--- config.mk ---
export PLATFORM = sky130hd
export DESIGN_NAME = ptf_timer
export DESIGN_NICKNAME = d
export VERILOG_FILES = /design/src/ptf_pkg.sv /design/src/ptf_timer.sv
export SDC_FILE = /design/constraint.sdc
export NUM_CORES = 1
export LEC_CHECK = 0
export BUFFER_PORTS_ARGS = -buffer_cell sky130_fd_sc_hd__buf_4
export CORE_MARGIN = 2
export CORE_UTILIZATION = 30
export DETAILED_ROUTE_END_ITERATION = 10
export SLEW_MARGIN = 40
export SYNTH_ARGS = -nofsm -noshare
export SYNTH_HDL_FRONTEND = slang
export SYNTH_SLANG_ARGS = --single-unit
--- constraint.sdc ---
create_clock -name clk -period 5.8 [get_ports clk]
set_input_delay 0.29 -clock clk [delete_from_list [all_inputs] [get_ports clk]]
set_output_delay 0.29 -clock clk [all_outputs]
set_load 0.02 [all_outputs]
--- src/ptf_pkg.sv ---
// Purpose: shared constants and types of the periodic timer front end
// Assumes: classic Wishbone slave, 32-bit data, 8-bit registers
// Notes: every register sits in the low byte of its own aligned word
package ptf_pkg;

  // ----------------------------------------------------------------
  // register byte addresses
  // ----------------------------------------------------------------
  localparam logic [5:0] ADR_CTL0 = 6'h00;
  localparam logic [5:0] ADR_CTL1 = 6'h04;
  localparam logic [5:0] ADR_CTL2 = 6'h08;
  localparam logic [5:0] ADR_CNT_LO = 6'h0C;
  localparam logic [5:0] ADR_CNT_HI = 6'h10;
  localparam logic [5:0] ADR_CMPA_LO = 6'h14;
  localparam logic [5:0] ADR_CMPA_HI = 6'h18;
  localparam logic [5:0] ADR_CMPB_LO = 6'h1C;
  localparam logic [5:0] ADR_CMPB_HI = 6'h20;
  localparam logic [5:0] ADR_CMPP_LO = 6'h24;
  localparam logic [5:0] ADR_CMPP_HI = 6'h28;
  localparam logic [5:0] ADR_PIN_SEL = 6'h2C;
  localparam logic [5:0] ADR_STATUS = 6'h30;

  // ----------------------------------------------------------------
  // field positions and reset values
  // ----------------------------------------------------------------
  localparam int PAUSE_BIT = 7;
  localparam int CKS_HI = 6;
  localparam int CKS_LO = 4;
  localparam int RUN_BIT = 3;
  localparam int MODE_HI = 7;
  localparam int MODE_LO = 6;
  localparam int IO_HI = 5;
  localparam int IO_LO = 4;
  localparam int INIT_BIT = 3;
  localparam int POL_BIT = 2;
  localparam int CCLR_BIT = 0;
  localparam int FLAG_A_BIT = 0;
  localparam int FLAG_P_BIT = 1;
  localparam int PIN_BIT = 2;
  localparam logic [7:0] RST_BYTE = 8'h00;
  localparam logic [9:0] CNT_ZERO = 10'h000;
  localparam logic [9:0] CNT_ONE = 10'h001;
  localparam logic [1:0] DIV4_LAST = 2'h3;
  localparam logic [3:0] FH16_LAST = 4'hF;
  localparam logic [5:0] FH64_LAST = 6'h3F;

  // ----------------------------------------------------------------
  // codes
  // ----------------------------------------------------------------
  localparam logic [1:0] MODE_CMP = 2'h0;
  localparam logic [1:0] MODE_CAP = 2'h1;
  localparam logic [1:0] MODE_PWM = 2'h2;
  localparam logic [1:0] MODE_TMR = 2'h3;
  localparam logic [1:0] IO_00 = 2'h0;
  localparam logic [1:0] IO_01 = 2'h1;
  localparam logic [1:0] IO_10 = 2'h2;
  localparam logic [1:0] IO_11 = 2'h3;
  localparam logic [2:0] CKS_SYS4 = 3'h0;
  localparam logic [2:0] CKS_SYS = 3'h1;
  localparam logic [2:0] CKS_FH16 = 3'h2;
  localparam logic [2:0] CKS_FH64 = 3'h3;
  localparam logic [2:0] CKS_SUB_A = 3'h4;
  localparam logic [2:0] CKS_SUB_B = 3'h5;
  localparam logic [2:0] CKS_EXT_R = 3'h6;
  localparam logic [2:0] CKS_EXT_F = 3'h7;

  // pad group: level driven and enable of each port A pin
  typedef struct packed {
    logic [3:0] out;
    logic [3:0] oe;
    logic [3:0] analog;
  } ptf_pad_type;

  // whole state of the timer front end
  typedef struct packed {
    logic [7:0] ctl0;
    logic [7:0] ctl1;
    logic [7:0] ctl2;
    logic [7:0] pin_sel;
    logic [9:0] cnt;
    logic [9:0] cmp_a;
    logic [9:0] cmp_b;
    logic [9:0] cmp_p;
    logic [7:0] hold;
    logic run_prev;
    logic [2:0] cnt_sync;
    logic [2:0] cap_sync;
    logic cnt_lvl;
    logic cap_lvl;
    logic [1:0] div4;
    logic [5:0] fh_div;
    logic out_lvl;
    logic pin_lvl;
    logic pulse_on;
    logic flag_a;
    logic flag_p;
    logic match_a;
    logic match_p;
    logic ack;
    logic [7:0] rdata;
  } ptf_state_type;

endpackage : ptf_pkg

--- src/ptf_timer.sv ---
// Purpose: periodic timer front end with byte-buffered register access
// Assumes: fh_tick and sub_tick are one-cycle enables made on clk
// Notes: registers reached over classic Wishbone, one byte per word
//
// Operation
// - free-running up-counter compared with comparators; match interrupts
// - three-bit clock select picks system, high, sub or pin clock
// - external count pin counts on rising or falling edge per select
// - capture input triggers on rising, falling or both edges
// - separate interrupt sources for comparator A and comparator P
// - inverted output pin always complements primary output pin
// - compare match mode drives output high, low or toggles
// - PWM appears on primary pin and complement on inverted pin
// - edge aligned PWM, duty or period adjustable, not both
// - high bytes direct, low bytes only through one holding buffer
// - buffer moves to or from low byte only on high access
// - compare low write updates only the holding buffer
// - compare high write stores high byte and loads low from buffer
// - high byte read returns high and copies low into buffer
// - low byte read returns the holding buffer, not live value
// - selector bits 7-6 route pin 3: gpio, inv out, amp, vref
// - bits 5-4 route pin 2: gpio/count, analog 2, amp1 input
// - bits 3-2 route pin 1: gpio/capture, analog 0, amp0 output
// - bits 1-0 route pin 0: gpio, analog 1, timer out, amp1
// - counter and compare registers are ten bits; A and P fully compared, B never compared
// - software only clears counter via run bit rising edge
//
// Design decisions made here: the placing of the registers and the Wishbone interface to the registers.
`timescale 1ns/10ps
`default_nettype none

module ptf_timer
(
  input wire logic clk,
  input wire logic rst_n,
  input wire logic wb_cyc_i,
  input wire logic wb_stb_i,
  input wire logic wb_we_i,
  input wire logic [5:0] wb_adr_i,
  input wire logic [3:0] wb_sel_i,
  input wire logic [31:0] wb_dat_i,
  output logic [31:0] wb_dat_o,
  output logic wb_ack_o,
  input wire logic fh_tick,
  input wire logic sub_tick,
  input wire logic [3:0] pad_in,
  input wire logic [3:0] gpio_out,
  input wire logic [3:0] gpio_oe,
  output ptf_pkg::ptf_pad_type pad,
  output logic timer_out_pin,
  output logic timer_out_inv_pin,
  output logic compare_a_irq,
  output logic compare_p_irq
);

  // ----------------------------------------------------------------
  // helpers
  // ----------------------------------------------------------------

  // high byte read value of a ten-bit pair
  function automatic logic [7:0] ptf_high(input logic [9:0] v);
    ptf_high = {6'h00, v[9:8]};
  endfunction : ptf_high

  // edge test on a filtered level: kind 00 rise, 01 fall, 10 both
  function automatic logic ptf_edge(input logic rise, input logic fall,
                                    input logic [1:0] kind);
    unique case (kind)
      ptf_pkg::IO_00: ptf_edge = rise;
      ptf_pkg::IO_01: ptf_edge = fall;
      ptf_pkg::IO_10: ptf_edge = rise | fall;
      ptf_pkg::IO_11: ptf_edge = 1'b0;
    endcase
  endfunction : ptf_edge

  ptf_pkg::ptf_state_type s;
  ptf_pkg::ptf_state_type next_s;

  logic [1:0] pin3_function_field;
  logic [1:0] pin2_function_field;
  logic [1:0] pin1_function_field;
  logic [1:0] pin0_function_field;
  logic [2:0] count_clock_select;
  logic [1:0] mode;
  logic [1:0] pin_function_field;
  logic counter_run_bit;
  logic pause;
  logic ext_count_pin;
  logic capture_in_pin;

  // ----------------------------------------------------------------
  // field views
  // ----------------------------------------------------------------
  assign pin3_function_field = s.pin_sel[7:6];
  assign pin2_function_field = s.pin_sel[5:4];
  assign pin1_function_field = s.pin_sel[3:2];
  assign pin0_function_field = s.pin_sel[1:0];
  assign count_clock_select = s.ctl0[ptf_pkg::CKS_HI:ptf_pkg::CKS_LO];
  assign counter_run_bit = s.ctl0[ptf_pkg::RUN_BIT];
  assign pause = s.ctl0[ptf_pkg::PAUSE_BIT];
  assign mode = s.ctl1[ptf_pkg::MODE_HI:ptf_pkg::MODE_LO];
  assign pin_function_field = s.ctl1[ptf_pkg::IO_HI:ptf_pkg::IO_LO];

  // timer inputs only see the pin while it is routed to digital use
  assign ext_count_pin = pad_in[2] &
    (pin2_function_field[1] == pin2_function_field[0]);
  assign capture_in_pin = pad_in[1] &
    (pin1_function_field[1] == pin1_function_field[0]);

  // ----------------------------------------------------------------
  // next state
  // ----------------------------------------------------------------

  // all behaviour in one pass; later sections override earlier ones
  always_comb
  begin
    logic cnt_ok;
    logic cnt_rise;
    logic cnt_fall;
    logic cap_ok;
    logic cap_hit;
    logic tick;
    logic counting;
    logic run_rise;
    logic hit_a;
    logic hit_p;
    logic clr;
    logic req;
    logic wr;
    logic clr_a;
    logic clr_p;
    cnt_ok = 1'b0;
    cnt_rise = 1'b0;
    cnt_fall = 1'b0;
    cap_ok = 1'b0;
    cap_hit = 1'b0;
    tick = 1'b0;
    counting = 1'b0;
    run_rise = 1'b0;
    hit_a = 1'b0;
    hit_p = 1'b0;
    clr = 1'b0;
    req = 1'b0;
    wr = 1'b0;
    clr_a = 1'b0;
    clr_p = 1'b0;
    next_s = s;
    next_s.match_a = 1'b0;
    next_s.match_p = 1'b0;

    // three-stage synchronisers; a level counts once stages 2 and 3 agree
    next_s.cnt_sync = {s.cnt_sync[1:0], ext_count_pin};
    next_s.cap_sync = {s.cap_sync[1:0], capture_in_pin};
    cnt_ok = (s.cnt_sync[1] == s.cnt_sync[2]);
    cap_ok = (s.cap_sync[1] == s.cap_sync[2]);
    if (cnt_ok)
      next_s.cnt_lvl = s.cnt_sync[2];
    if (cap_ok)
      next_s.cap_lvl = s.cap_sync[2];
    cnt_rise = cnt_ok & s.cnt_sync[2] & ~s.cnt_lvl;
    cnt_fall = cnt_ok & ~s.cnt_sync[2] & s.cnt_lvl;
    cap_hit = ptf_edge(cap_ok & s.cap_sync[2] & ~s.cap_lvl,
                       cap_ok & ~s.cap_sync[2] & s.cap_lvl,
                       pin_function_field);

    // prescalers free-run so a clock change takes effect at once
    next_s.div4 = s.div4 + 2'h1;
    if (fh_tick)
      next_s.fh_div = s.fh_div + 6'h01;

    // counter clock choice
    unique case (count_clock_select)
      ptf_pkg::CKS_SYS4: tick = (s.div4 == ptf_pkg::DIV4_LAST);
      ptf_pkg::CKS_SYS: tick = 1'b1;
      ptf_pkg::CKS_FH16:
        tick = fh_tick & (s.fh_div[3:0] == ptf_pkg::FH16_LAST);
      ptf_pkg::CKS_FH64:
        tick = fh_tick & (s.fh_div == ptf_pkg::FH64_LAST);
      ptf_pkg::CKS_SUB_A: tick = sub_tick;
      ptf_pkg::CKS_SUB_B: tick = sub_tick;
      ptf_pkg::CKS_EXT_R: tick = cnt_rise;
      ptf_pkg::CKS_EXT_F: tick = cnt_fall;
    endcase

    // comparators look at all ten counter bits
    run_rise = counter_run_bit & ~s.run_prev;
    next_s.run_prev = counter_run_bit;
    counting = tick & counter_run_bit & ~pause;
    hit_a = counting & (s.cnt == s.cmp_a);
    hit_p = counting & (s.cnt == s.cmp_p);
    next_s.match_a = hit_a & (mode != ptf_pkg::MODE_CAP);
    next_s.match_p = hit_p;

    // clear source: P normally, A by choice; PWM period form clears on P
    if (mode == ptf_pkg::MODE_PWM)
      clr = s.ctl1[ptf_pkg::CCLR_BIT] & hit_p;
    else
      clr = s.ctl1[ptf_pkg::CCLR_BIT] ? hit_a : hit_p;

    // the run bit rising edge is software's only handle on the count
    if (run_rise)
      next_s.cnt = ptf_pkg::CNT_ZERO;
    else if (counting)
      next_s.cnt = clr ? ptf_pkg::CNT_ZERO : s.cnt + ptf_pkg::CNT_ONE;

    // output generation per operating mode
    unique case (mode)
      ptf_pkg::MODE_CMP:
      begin
        if (hit_a)
        begin
          unique case (pin_function_field)
            ptf_pkg::IO_00: next_s.out_lvl = s.out_lvl;
            ptf_pkg::IO_01: next_s.out_lvl = 1'b0;
            ptf_pkg::IO_10: next_s.out_lvl = 1'b1;
            ptf_pkg::IO_11: next_s.out_lvl = ~s.out_lvl;
          endcase
        end
      end
      ptf_pkg::MODE_PWM:
      begin
        if (hit_a)
          next_s.pulse_on = 1'b0;
        unique case (pin_function_field)
          ptf_pkg::IO_00: next_s.out_lvl = 1'b0;
          ptf_pkg::IO_01: next_s.out_lvl = 1'b1;
          ptf_pkg::IO_10:
            if (s.ctl1[ptf_pkg::CCLR_BIT])
              next_s.out_lvl = (next_s.cnt < {1'b0, s.cmp_p[9:1]});
            else
              next_s.out_lvl = (next_s.cnt < s.cmp_a);
          ptf_pkg::IO_11: next_s.out_lvl = next_s.pulse_on;
        endcase
      end
      ptf_pkg::MODE_CAP: next_s.out_lvl = s.out_lvl;
      ptf_pkg::MODE_TMR: next_s.out_lvl = s.out_lvl;
    endcase

    // starting the counter restores the programmed initial output
    if (run_rise)
    begin
      next_s.out_lvl = s.ctl1[ptf_pkg::INIT_BIT];
      next_s.pulse_on = 1'b1;
    end
    next_s.pin_lvl = next_s.out_lvl ^ s.ctl1[ptf_pkg::POL_BIT];

    // bus: one wait state, so every access costs two cycles
    req = wb_cyc_i & wb_stb_i & ~s.ack;
    wr = req & wb_we_i & wb_sel_i[0];
    next_s.ack = req;
    if (req)
      next_s.rdata = ptf_pkg::RST_BYTE;
    if (req & ~wb_we_i)
    begin
      unique case (wb_adr_i)
        ptf_pkg::ADR_CTL0: next_s.rdata = s.ctl0;
        ptf_pkg::ADR_CTL1: next_s.rdata = s.ctl1;
        ptf_pkg::ADR_CTL2: next_s.rdata = s.ctl2;
        ptf_pkg::ADR_PIN_SEL: next_s.rdata = s.pin_sel;
        ptf_pkg::ADR_STATUS:
        begin
          next_s.rdata[ptf_pkg::FLAG_A_BIT] = s.flag_a;
          next_s.rdata[ptf_pkg::FLAG_P_BIT] = s.flag_p;
          next_s.rdata[ptf_pkg::PIN_BIT] = s.pin_lvl;
        end
        ptf_pkg::ADR_CNT_HI:
        begin
          next_s.rdata = ptf_high(s.cnt);
          next_s.hold = s.cnt[7:0];
        end
        ptf_pkg::ADR_CMPA_HI:
        begin
          next_s.rdata = ptf_high(s.cmp_a);
          next_s.hold = s.cmp_a[7:0];
        end
        ptf_pkg::ADR_CMPB_HI:
        begin
          next_s.rdata = ptf_high(s.cmp_b);
          next_s.hold = s.cmp_b[7:0];
        end
        ptf_pkg::ADR_CMPP_HI:
        begin
          next_s.rdata = ptf_high(s.cmp_p);
          next_s.hold = s.cmp_p[7:0];
        end
        ptf_pkg::ADR_CNT_LO,
        ptf_pkg::ADR_CMPA_LO,
        ptf_pkg::ADR_CMPB_LO,
        ptf_pkg::ADR_CMPP_LO: next_s.rdata = s.hold;
        default: next_s.rdata = ptf_pkg::RST_BYTE;
      endcase
    end
    if (wr)
    begin
      unique case (wb_adr_i)
        ptf_pkg::ADR_CTL0: next_s.ctl0 = {wb_dat_i[7:3], 3'h0};
        ptf_pkg::ADR_CTL1: next_s.ctl1 = wb_dat_i[7:0];
        ptf_pkg::ADR_CTL2: next_s.ctl2 = {5'h00, wb_dat_i[2:0]};
        ptf_pkg::ADR_PIN_SEL: next_s.pin_sel = wb_dat_i[7:0];
        ptf_pkg::ADR_STATUS:
        begin
          clr_a = wb_dat_i[ptf_pkg::FLAG_A_BIT];
          clr_p = wb_dat_i[ptf_pkg::FLAG_P_BIT];
        end
        ptf_pkg::ADR_CMPA_LO,
        ptf_pkg::ADR_CMPB_LO,
        ptf_pkg::ADR_CMPP_LO: next_s.hold = wb_dat_i[7:0];
        ptf_pkg::ADR_CMPA_HI:
          next_s.cmp_a = {wb_dat_i[1:0], s.hold};
        ptf_pkg::ADR_CMPB_HI:
          next_s.cmp_b = {wb_dat_i[1:0], s.hold};
        ptf_pkg::ADR_CMPP_HI:
          next_s.cmp_p = {wb_dat_i[1:0], s.hold};
        default: next_s.hold = next_s.hold;
      endcase
    end

    // a capture edge overrides a same-cycle software write of A
    if (cap_hit & (mode == ptf_pkg::MODE_CAP) & counter_run_bit)
    begin
      next_s.cmp_a = s.cnt;
      next_s.match_a = 1'b1;
    end

    // sticky flags: a new match beats a same-cycle clear
    next_s.flag_a = (s.flag_a & ~clr_a) | next_s.match_a;
    next_s.flag_p = (s.flag_p & ~clr_p) | next_s.match_p;
  end

  // ----------------------------------------------------------------
  // state register
  // ----------------------------------------------------------------

  // every field resets to zero, matching the power-on register values
  always_ff @(posedge clk or negedge rst_n)
  begin
    if (!rst_n)
      s <= '0;
    else
      s <= next_s;
  end

  // ----------------------------------------------------------------
  // outputs and pin routing
  // ----------------------------------------------------------------
  assign wb_dat_o = {24'h000000, s.rdata};
  assign wb_ack_o = s.ack;
  assign compare_a_irq = s.match_a;
  assign compare_p_irq = s.match_p;
  assign timer_out_pin = s.pin_lvl;
  assign timer_out_inv_pin = ~s.pin_lvl;

  // analog picks float the digital driver; amp and reference own the pad
  always_comb
  begin
    pad.out = gpio_out;
    pad.oe = gpio_oe;
    pad.analog = 4'h0;
    unique case (pin3_function_field)
      ptf_pkg::IO_00: pad.analog[3] = 1'b0;
      ptf_pkg::IO_01:
      begin
        pad.out[3] = ~s.pin_lvl;
        pad.oe[3] = 1'b1;
      end
      ptf_pkg::IO_10,
      ptf_pkg::IO_11:
      begin
        pad.oe[3] = 1'b0;
        pad.analog[3] = 1'b1;
      end
    endcase
    if (pin2_function_field[1] != pin2_function_field[0])
    begin
      pad.oe[2] = 1'b0;
      pad.analog[2] = 1'b1;
    end
    if (pin1_function_field[1] != pin1_function_field[0])
    begin
      pad.oe[1] = 1'b0;
      pad.analog[1] = 1'b1;
    end
    unique case (pin0_function_field)
      ptf_pkg::IO_00: pad.analog[0] = 1'b0;
      ptf_pkg::IO_10:
      begin
        pad.out[0] = s.pin_lvl;
        pad.oe[0] = 1'b1;
      end
      ptf_pkg::IO_01,
      ptf_pkg::IO_11:
      begin
        pad.oe[0] = 1'b0;
        pad.analog[0] = 1'b1;
      end
    endcase
  end

endmodule : ptf_timer

`default_nettype wire

# Word-level counts from Yosys, hierarchy flattened
# Index checks and enable logic that the tools add are counted.
# word_totals
elab_cells,182
out_inout_bits,49
ff_bits,105
in_bits,61
# op_classes
add_sub_neg,3
bitwise,44
eq_ne,43
reduce_logical,21
mux,43
magnitude_cmp,2
# ops
cell,count
2-to-1 mux 10 bit,7
2-to-1 mux 38 bit,1
== test 6 bit (second input constant),6
2-to-1 mux 8 bit,4
one-hot mux 8 bit (4 select lines),1
AND 1 bit,28
one-hot mux 3 bit (9 select lines),1
one-hot mux 5 bit (5 select lines),1
== test 6 x 5 -> 1 bit (second input constant),4
2-to-1 mux 1 bit,21
== test 10 bit,2
== test 2 bit (second input constant),9
AND reduction 2 bit,7
== test 3 bit (second input constant),4
== test 6 x 4 -> 1 bit (second input constant),2
NOT 1 bit,12
one-hot mux 1 bit (4 select lines),3
adder 10 x 1 -> 10 bit (second input constant),1
less-than comparator 10 bit,1
less-than comparator 10 x 9 -> 1 bit,1
== test 2 x 1 -> 1 bit (second input constant),4
nonzero test 2 bit,4
OR reduction 2 bit,4
one-hot mux 1 bit (7 select lines),1
other kinds (18),27

# Depth between registers and ports, before layout
# Gate-level depths: netlist of the first run.
# depth
word_depth,18
depth_mapped,19
ltp_nobuf,18

# Worst setup path before layout of the first run
# Ideal clock, no wire load.
# synth_timing
kind,flip-flop to flip-flop
from,"reg s, in the netlist next_s[31]"
to,"reg s, in the netlist timer_out_pin"
setup_slack_ns,1.981
arrival_time_ns,3.681
path_stages_with_launch,17
t_required_ns,5.661
period_less_slack_ns,3.819
cell_sequence,dfrtp_1 > ha_1 > or3b_1 > nand4_1 > and4_1 > buf_2 > and3_1 > nand4_1 > xor2_1 > nor2_1 > ha_1 > a211o_1 > a221oi_1 > o21ai_0 > a211o_1 > and4_4 > or4_1
# synth_rtl
item,line_no,source
from (decl),ptf_timer.sv:76,ptf_pkg::ptf_state_type s;
from (signal assigned),ptf_timer.sv:340,s <= next_s;

==> run summary, run 1 <==
status: completed
clock sinks: 105
RSZ-0062 raised after global routing: no
Crit. End Element: register
Psw: 487 uW
Via Count: 4551
Via density: 4.93
CP max stage delay: 0.76 ns
worst vdd ir: 0.179 mV
internal power: 1.18 mW
GR Overflow Total: 0
Hold Buf Count CTS: 1
logic gate share of total power: 13.3%
Area Overhead vs Synth: 13.0%
Fin Setup TNS: 0 ns
ys flop type: dfrtp_1
simple-gate area share of the yosys netlist: 14.9%
Sw Ratio: 29.2%
smallest hold slack: 0.133 ns
Post-synth EDFFs: 0
Synth top area share: 42.9%
Seq/Total Area, Yosys: 42.9%
YS warnings: 0
layout cell share with drive strength beyond 1: 19.4%
startpoint types: register
crit share post-route: 77.6%
complex-gate fraction of the synthesized area: 15.1%
Max Slew Vio Count: 0
nets: 733
max_cap viols: 0
row count: 52
most used cell along the critical path: a21o_1
minimum clock period: 4.50 ns
Die X: 147 microns
H-tree depth: 3
gp weighted congestion: 0.840
PortBufs: 52
initial antenna violation count: 0
Leakage: 3.23 nW
CTS tree: yes
Worst-Margin Slew: 0.843 ns
Hold Path Class: primary input to register
initial drt markers: 295
Pwr Density: 241 nW/um^2
synthesized netlist cell count: 614
Antenna diodes: 0
TritonCTS buffer count: 9
post-CTS setup buffers: 0
Avg WL per Cell: 16.8 microns
post-synthesis mux area share: 8.07%
CP arrival: 4.74 ns
Fin Clk Skew: 0.00676 ns
clock power share: 36.4%
vias in the first global route: 4505
full die area: 21600 sq um
FFs w/ async S/R, synth: 100%
largest family of logic cells by synthesized area: compound AO/OA/AOI/OAI gates
register bit total from synthesis: 105
Post-Synth XOR/XNOR Area: 5.82%
Worst path slowest cell: dfrtp_1
Yosys top cell by area: dfrtp_1
I/O pins: 110
CTS clk-pin slew, worst paths: 0.07 ns
DP Wirelength: 11600 microns
most frequent cell after synthesis: dfrtp_1
maximum clock frequency: 0.222 GHz
DR pass1 iterations: 4
Critical Path, Cell by Cell: xnor2_2 > nand4_2 > or4_4 > a41oi_4 > nor2_1 > ha_1 > a21o_1 > a21o_1 > a221oi_1 > o21ai_0 > a211o_1 > and4_4 > or4_1
sequential fraction of design power: 50.4%
critical path's top delay family: simple AND/OR/NAND/NOR gates
maximum clock insertion buffer count: 2
first-pass GRT wire length: 24800 microns
Remaining DRCs: 0
critical-path maximum fanout: 14
Core Area: 20100 sq um
Synth Area in Adders: 4.90%
synth cell count leaders: dfrtp_1, nand2_1, o21ai_0, buf_4, mux2_2
WP data required: 6.04 ns
Root Buffer: clkbuf_16
Crit Path Class: register to register
Yosys cell types: 63
WL final: 15500 microns
Post-Syn Area: 6120 sq um
top cells by area, synth: dfrtp_1, mux2_2, ha_1
syn avg cell area: 9.97 sq um
Initial Util: 30.5%
Tot GR Track Use: 14.8%
# setup viols final: 0
post-cts resize count: 0
die height: 147 microns
largest net degree at the start of global routing: 70
Antenna Nets Post-Route: 0
Worst-Skew Late Latency: 0.36 ns
Fin. Hold Viols: 0
Slew headroom: 43.6%
CP bufs+invs: 0
layout by cell type (no fill, tap or decap), types with 2 or more instances in the layout:
cell and n:
xnor2_1 11, and3_1 2, inv_6 3, nor3_1 10, nand2_1 55, ha_1 24, nand3_1 13, nor2_2 2
xnor2_2 3, mux2_2 35, nand4_1 14, o21ai_0 44, conb_1 24, a221oi_1 4, o21bai_1 2, nand4_2 2
nor4_1 2, clkbuf_16 9, nand2b_1 4, nor2b_1 11, nand3b_1 3, a22oi_1 21, nor2_1 32, and2_1 7
nor4_2 2, a311o_1 2, mux2i_1 10, a221o_1 5, buf_4 57, a21oi_1 27, dfrtp_1 105, a22o_1 12
and4_1 5, o31ai_1 2, nor3_4 2, xor2_1 21, a21o_1 5, a211o_1 2, inv_1 30, inv_8 2
state kept, by name, summed over array words and instances (netlist names):
name	count
pin1_function_field	2
pause	1
count_clock_select	3
pin3_function_field	2
wb_dat_o	8
compare_p_irq	1
pin0_function_field	2
next_s	4
compare_a_irq	1
pin_function_field	2
counter_run_bit	1
wb_ack_o	1
timer_out_pin	1
mode	2
pin2_function_field	2
s	72
routing by layer:
metal  up-vias  global-route usage (%)  routed length (microns)
met2       112                    23.7                     7170
met1      2216                    20.0                     7350
met4         0                    4.42                      339
li1       2203                       -                        -
met3        20                    3.39                      603
met5         -                       0                        0
metrics by stage:
step | instances | setup slack, ns | instance area (sq um) | util (%) | power, mW
3_5_place_dp | 906 | 1.32 | 6620 | 32.9 | 1.08
5_1_grt | 923 | 1.06 | 6920 | 34.4 | 1.75
4_1_cts | 923 | 1.30 | 6910 | 34.4 | 1.69
6_report | 923 | 1.30 | 6920 | 34.4 | 1.67
3_3_place_gp | 906 | 1.33 | 6600 | 32.8 | 1.07
2_1_floorplan | 637 | 1.98 | 6210 | - | 0.989
area by class of cell:
cell class | count | area [sq um]
fillers | 2047 | 13200
multi-input cells | 443 | 3100
flip-flops and latches | 105 | 2630
repair buffers | 59 | 449
well taps | 270 | 338
clock buffers | 10 | 229
inverters | 30 | 113
clock inverters | 6 | 56.3
logic make-up (layout without fill, tap and decap cells):
group           count (synthesis)  in the layout
compound gates                138            138
xor+xnor                       36             36
fa+ha+maj                      24             24
buf+inv                        89            105
flops                         105            105
mux                            45             45
other cells                     1             24
simple gates                  176            176
power groups by stage:
stage                     logic, mW  clock network, mW  registers, mW
after CTS                     0.224              0.622          0.840
after global routing          0.249              0.652          0.846
after global placement        0.218                  0          0.853
final                         0.221              0.606          0.839
after detailed placement      0.223                  0          0.853
after floorplan               0.154                  0          0.835
worst paths after layout:
kind                                      startpoint                       to  slack [ns]  cells after the start
min in group asynchronous                      rst_n          s[72]$_DFF_PN0_        0.44                      2
worst min register to register  next_s[27]$_DFF_PN0_     next_s[28]$_DFF_PN0_        0.36                      0
worst max-delay path                 s[71]$_DFF_PN0_  timer_out_pin$_DFF_PN0_        1.30                     13
worst max register to register       s[71]$_DFF_PN0_  timer_out_pin$_DFF_PN0_        1.30                     13
worst min-delay path                         fh_tick        s[16]$_DFFE_PN0P_        0.13                      2
max in group asynchronous                      rst_n        s[51]$_DFFE_PN0P_        4.38                      3
No activity file was read; power rests on OpenSTA's default activity.
==> run 2: changes to the inputs <==
- clock period: 5.8 -> 3.8 ns (I/O delays scaled with it)
==> run 2 against run 1 <==
  * The flow now finishes with violations (setup timing)
  * Register-to-register slack lost 1.3 ns
  * Hold slack lost 0.092 ns
  * Global-route usage grew 1.2 points
  * Sequential power grew 50%
  * Power grew 57%
  * Non-clock buffer count grew 92
  * Flip-flop and latch count is the same
  * Final cell count grew 10%
  * First-iteration DRC count shrank 12%
  * Clock power grew 51%
  * Utilization grew 5.0 points
  * Critical endpoint unchanged
  * Largest power group unchanged
  * Highest routed layer unchanged
==> run summary, run 2 (same netlist as run 1, synthesis figures left out) <==
Fin Setup TNS: -0.0423 ns
Root Buffer: clkbuf_16
GR Util met1: 21.7%
row count: 52
Antenna diodes: 0
WL final: 16900 microns
Remaining DRCs: 0
startpoint types: register
R2R Setup Slk: -0.04 ns
most used cell along the critical path: a21o_1
met2 Resource Use GR: 26.2%
Tot GR Track Use: 16.0%
Slew headroom: 45.5%
DR pass1 iterations: 5
Worst-Skew Late Latency: 0.36 ns
final worst slack: -0.0423 ns
minimum clock period: 3.84 ns
FF-to-FF path depth: 15
CP max stage delay: 0.50 ns
Leakage: 3.70 nW
Critical Path, Cell by Cell: buf_6 > xor2_2 > nor4_2 > buf_4 > nand4_1 > a41oi_4 > nor2_2 > ha_1 > a21o_1 > a21o_1 > a221oi_2 > o21ai_0 > a211o_1 > and4_4 > or4_1
Max Slew Vio Count: 0
maximum clock insertion buffer count: 2
Hold Path Class: primary input to register
first-pass GRT wire length: 26800 microns
Worst-Margin Slew: 0.814 ns
cell count along the critical path: 15
I/O pins: 110
TritonCTS buffer count: 9
WP data required: 4.04 ns
Crit. Startpoint: s[72]$_DFF_PN0_
Cells after DPL: 981
full die area: 21600 sq um
nets: 825
Crit Path Class: register to register
RSZ-0062 raised after global routing: yes
Crit. End Element: register
Top Usage Layer GRT: met2
commonest cells after routing, fill and taps aside: buf_4, dfrtp_1, nand2_1, o21ai_0, mux2_2
max_cap viols: 0
CP arrival: 4.08 ns
FF-to-FF End: timer_out_pin$_DFF_PN0_
Via density: 4.85
max reg flops: 72
CP bufs+invs: 2
GR Overflow Total: 0
initial drt markers: 259
Worst path slowest cell: or4_1
status: finished, violations left
CTS tree: yes
vias in the first global route: 4878
Setup crit end: timer_out_pin$_DFF_PN0_
critical path's top delay family: compound AO/OA/AOI/OAI gates
Area Overhead vs Synth: 29.4%
PortBufs: 52
Fin Clk Skew: 0.0128 ns
# setup viols final: 1
Initial Util: 30.5%
Via Count: 4924
commonest non-fill, non-tap cell in the layout: buf_4
Fin. Hold Viols: 0
final core utilization: 39.4%
Die X: 147 microns
reg-to-reg startpoint: s[72]$_DFF_PN0_
H-tree depth: 3
crit share post-route: 101%
gp weighted congestion: 0.883
Tot Pwr: 2.62 mW
worst vdd ir: 0.247 mV
layout cell share with drive strength beyond 1: 35.3%
die height: 147 microns
maximum clock frequency: 0.260 GHz
Avg WL per Cell: 16.7 microns
CTS clk-pin slew, worst paths: 0.07 ns
met3 usage: 3.79%
register with the most flip-flops: s
clock sinks: 105
Core Area: 20100 sq um
critical-path maximum fanout: 3
failing checks: setup timing
DP Wirelength: 12500 microns
largest net degree at the start of global routing: 94
Pwr Density: 330 nW/um^2
initial antenna violation count: 0
Antenna Nets Post-Route: 0
fin cells: 1015
-- run 2: cell types whose count changed in the layout (fill, tap and decap cells not counted), moves of 7 or more --
cell / change
ha_1: -9
ha_4: +8
nor2_1: -7
buf_4: +84
buf_6: +7
-- run 2: power by group --
group / internal, mW / switching [mW]
clock: 0.472 / 0.446
combinational: 0.206 / 0.234
sequential: 1.19 / 0.0693
total: 1.87 / 0.749
-- run 2: routing by layer --
layer	routed length, microns	share of wire, %
met3	789	4.7
met1	7860	46
met4	200	1.2
met5	0	0
met2	8080	48
-- run 2: worst min path at each step --
| stage | from | cells after the start | slack, ns | end |
|---|---|---|---|---|
| after detailed placement | rst_n | 1 | 0.06 | s[76]$_DFF_PN0_ |
| after global routing | pad_in[1] | 2 | 0.03 | next_s[27]$_DFF_PN0_ |
| after global placement | rst_n | 1 | 0.06 | s[76]$_DFF_PN0_ |
| after floorplan | rst_n | 0 | -0.11 | compare_a_irq$_DFF_PN0_ |
| final | pad_in[1] | 2 | 0.04 | next_s[27]$_DFF_PN0_ |
| after CTS | pad_in[1] | 2 | 0.04 | next_s[27]$_DFF_PN0_ |
-- run 2: timing repair --
action | CTS | global route
hold buffers | 1 | 0
endpoints found under the hold margin | 12 | 0
buffers inserted | 11 | 6
gates resized for setup | 37 | 26
pin swaps | 19 | 20
setup endpoints to repair | 1 | 2
-- run 2: final cells by class --
class	count	area, sq um
fill	1976	12200
sequential	105	2640
clock inverter	4	33.8
timing repair buffer	151	1180
tap	270	338
inverter	30	113
clock buffer	12	246
multi-input combinational	443	3380
-- run 2: metrics by stage --
stage | hold WS (ns) | setup WS (ns) | cell area (sq um)
global placement | 0.0596 | -0.169 | 7180
detailed placement | 0.0635 | -0.150 | 7190
finish | 0.0408 | -0.0423 | 7930
CTS | 0.0357 | -0.0160 | 7740
floorplan | -0.106 | 0.0103 | 6210
global route | 0.0296 | -0.207 | 7930
-- run 2: worst register-to-register path, delay by kind of cell, from the launching register on --
family / cells / cell delay (ns)
adder cells (fa/ha/maj): 1 / 0.29
AND/OR/NAND/NOR: 5 / 1.16
XOR/XNOR: 1 / 0.15
flip-flops: 1 / 0.46
AO/OA/AOI/OAI: 6 / 1.36
buffers and inverters: 2 / 0.30
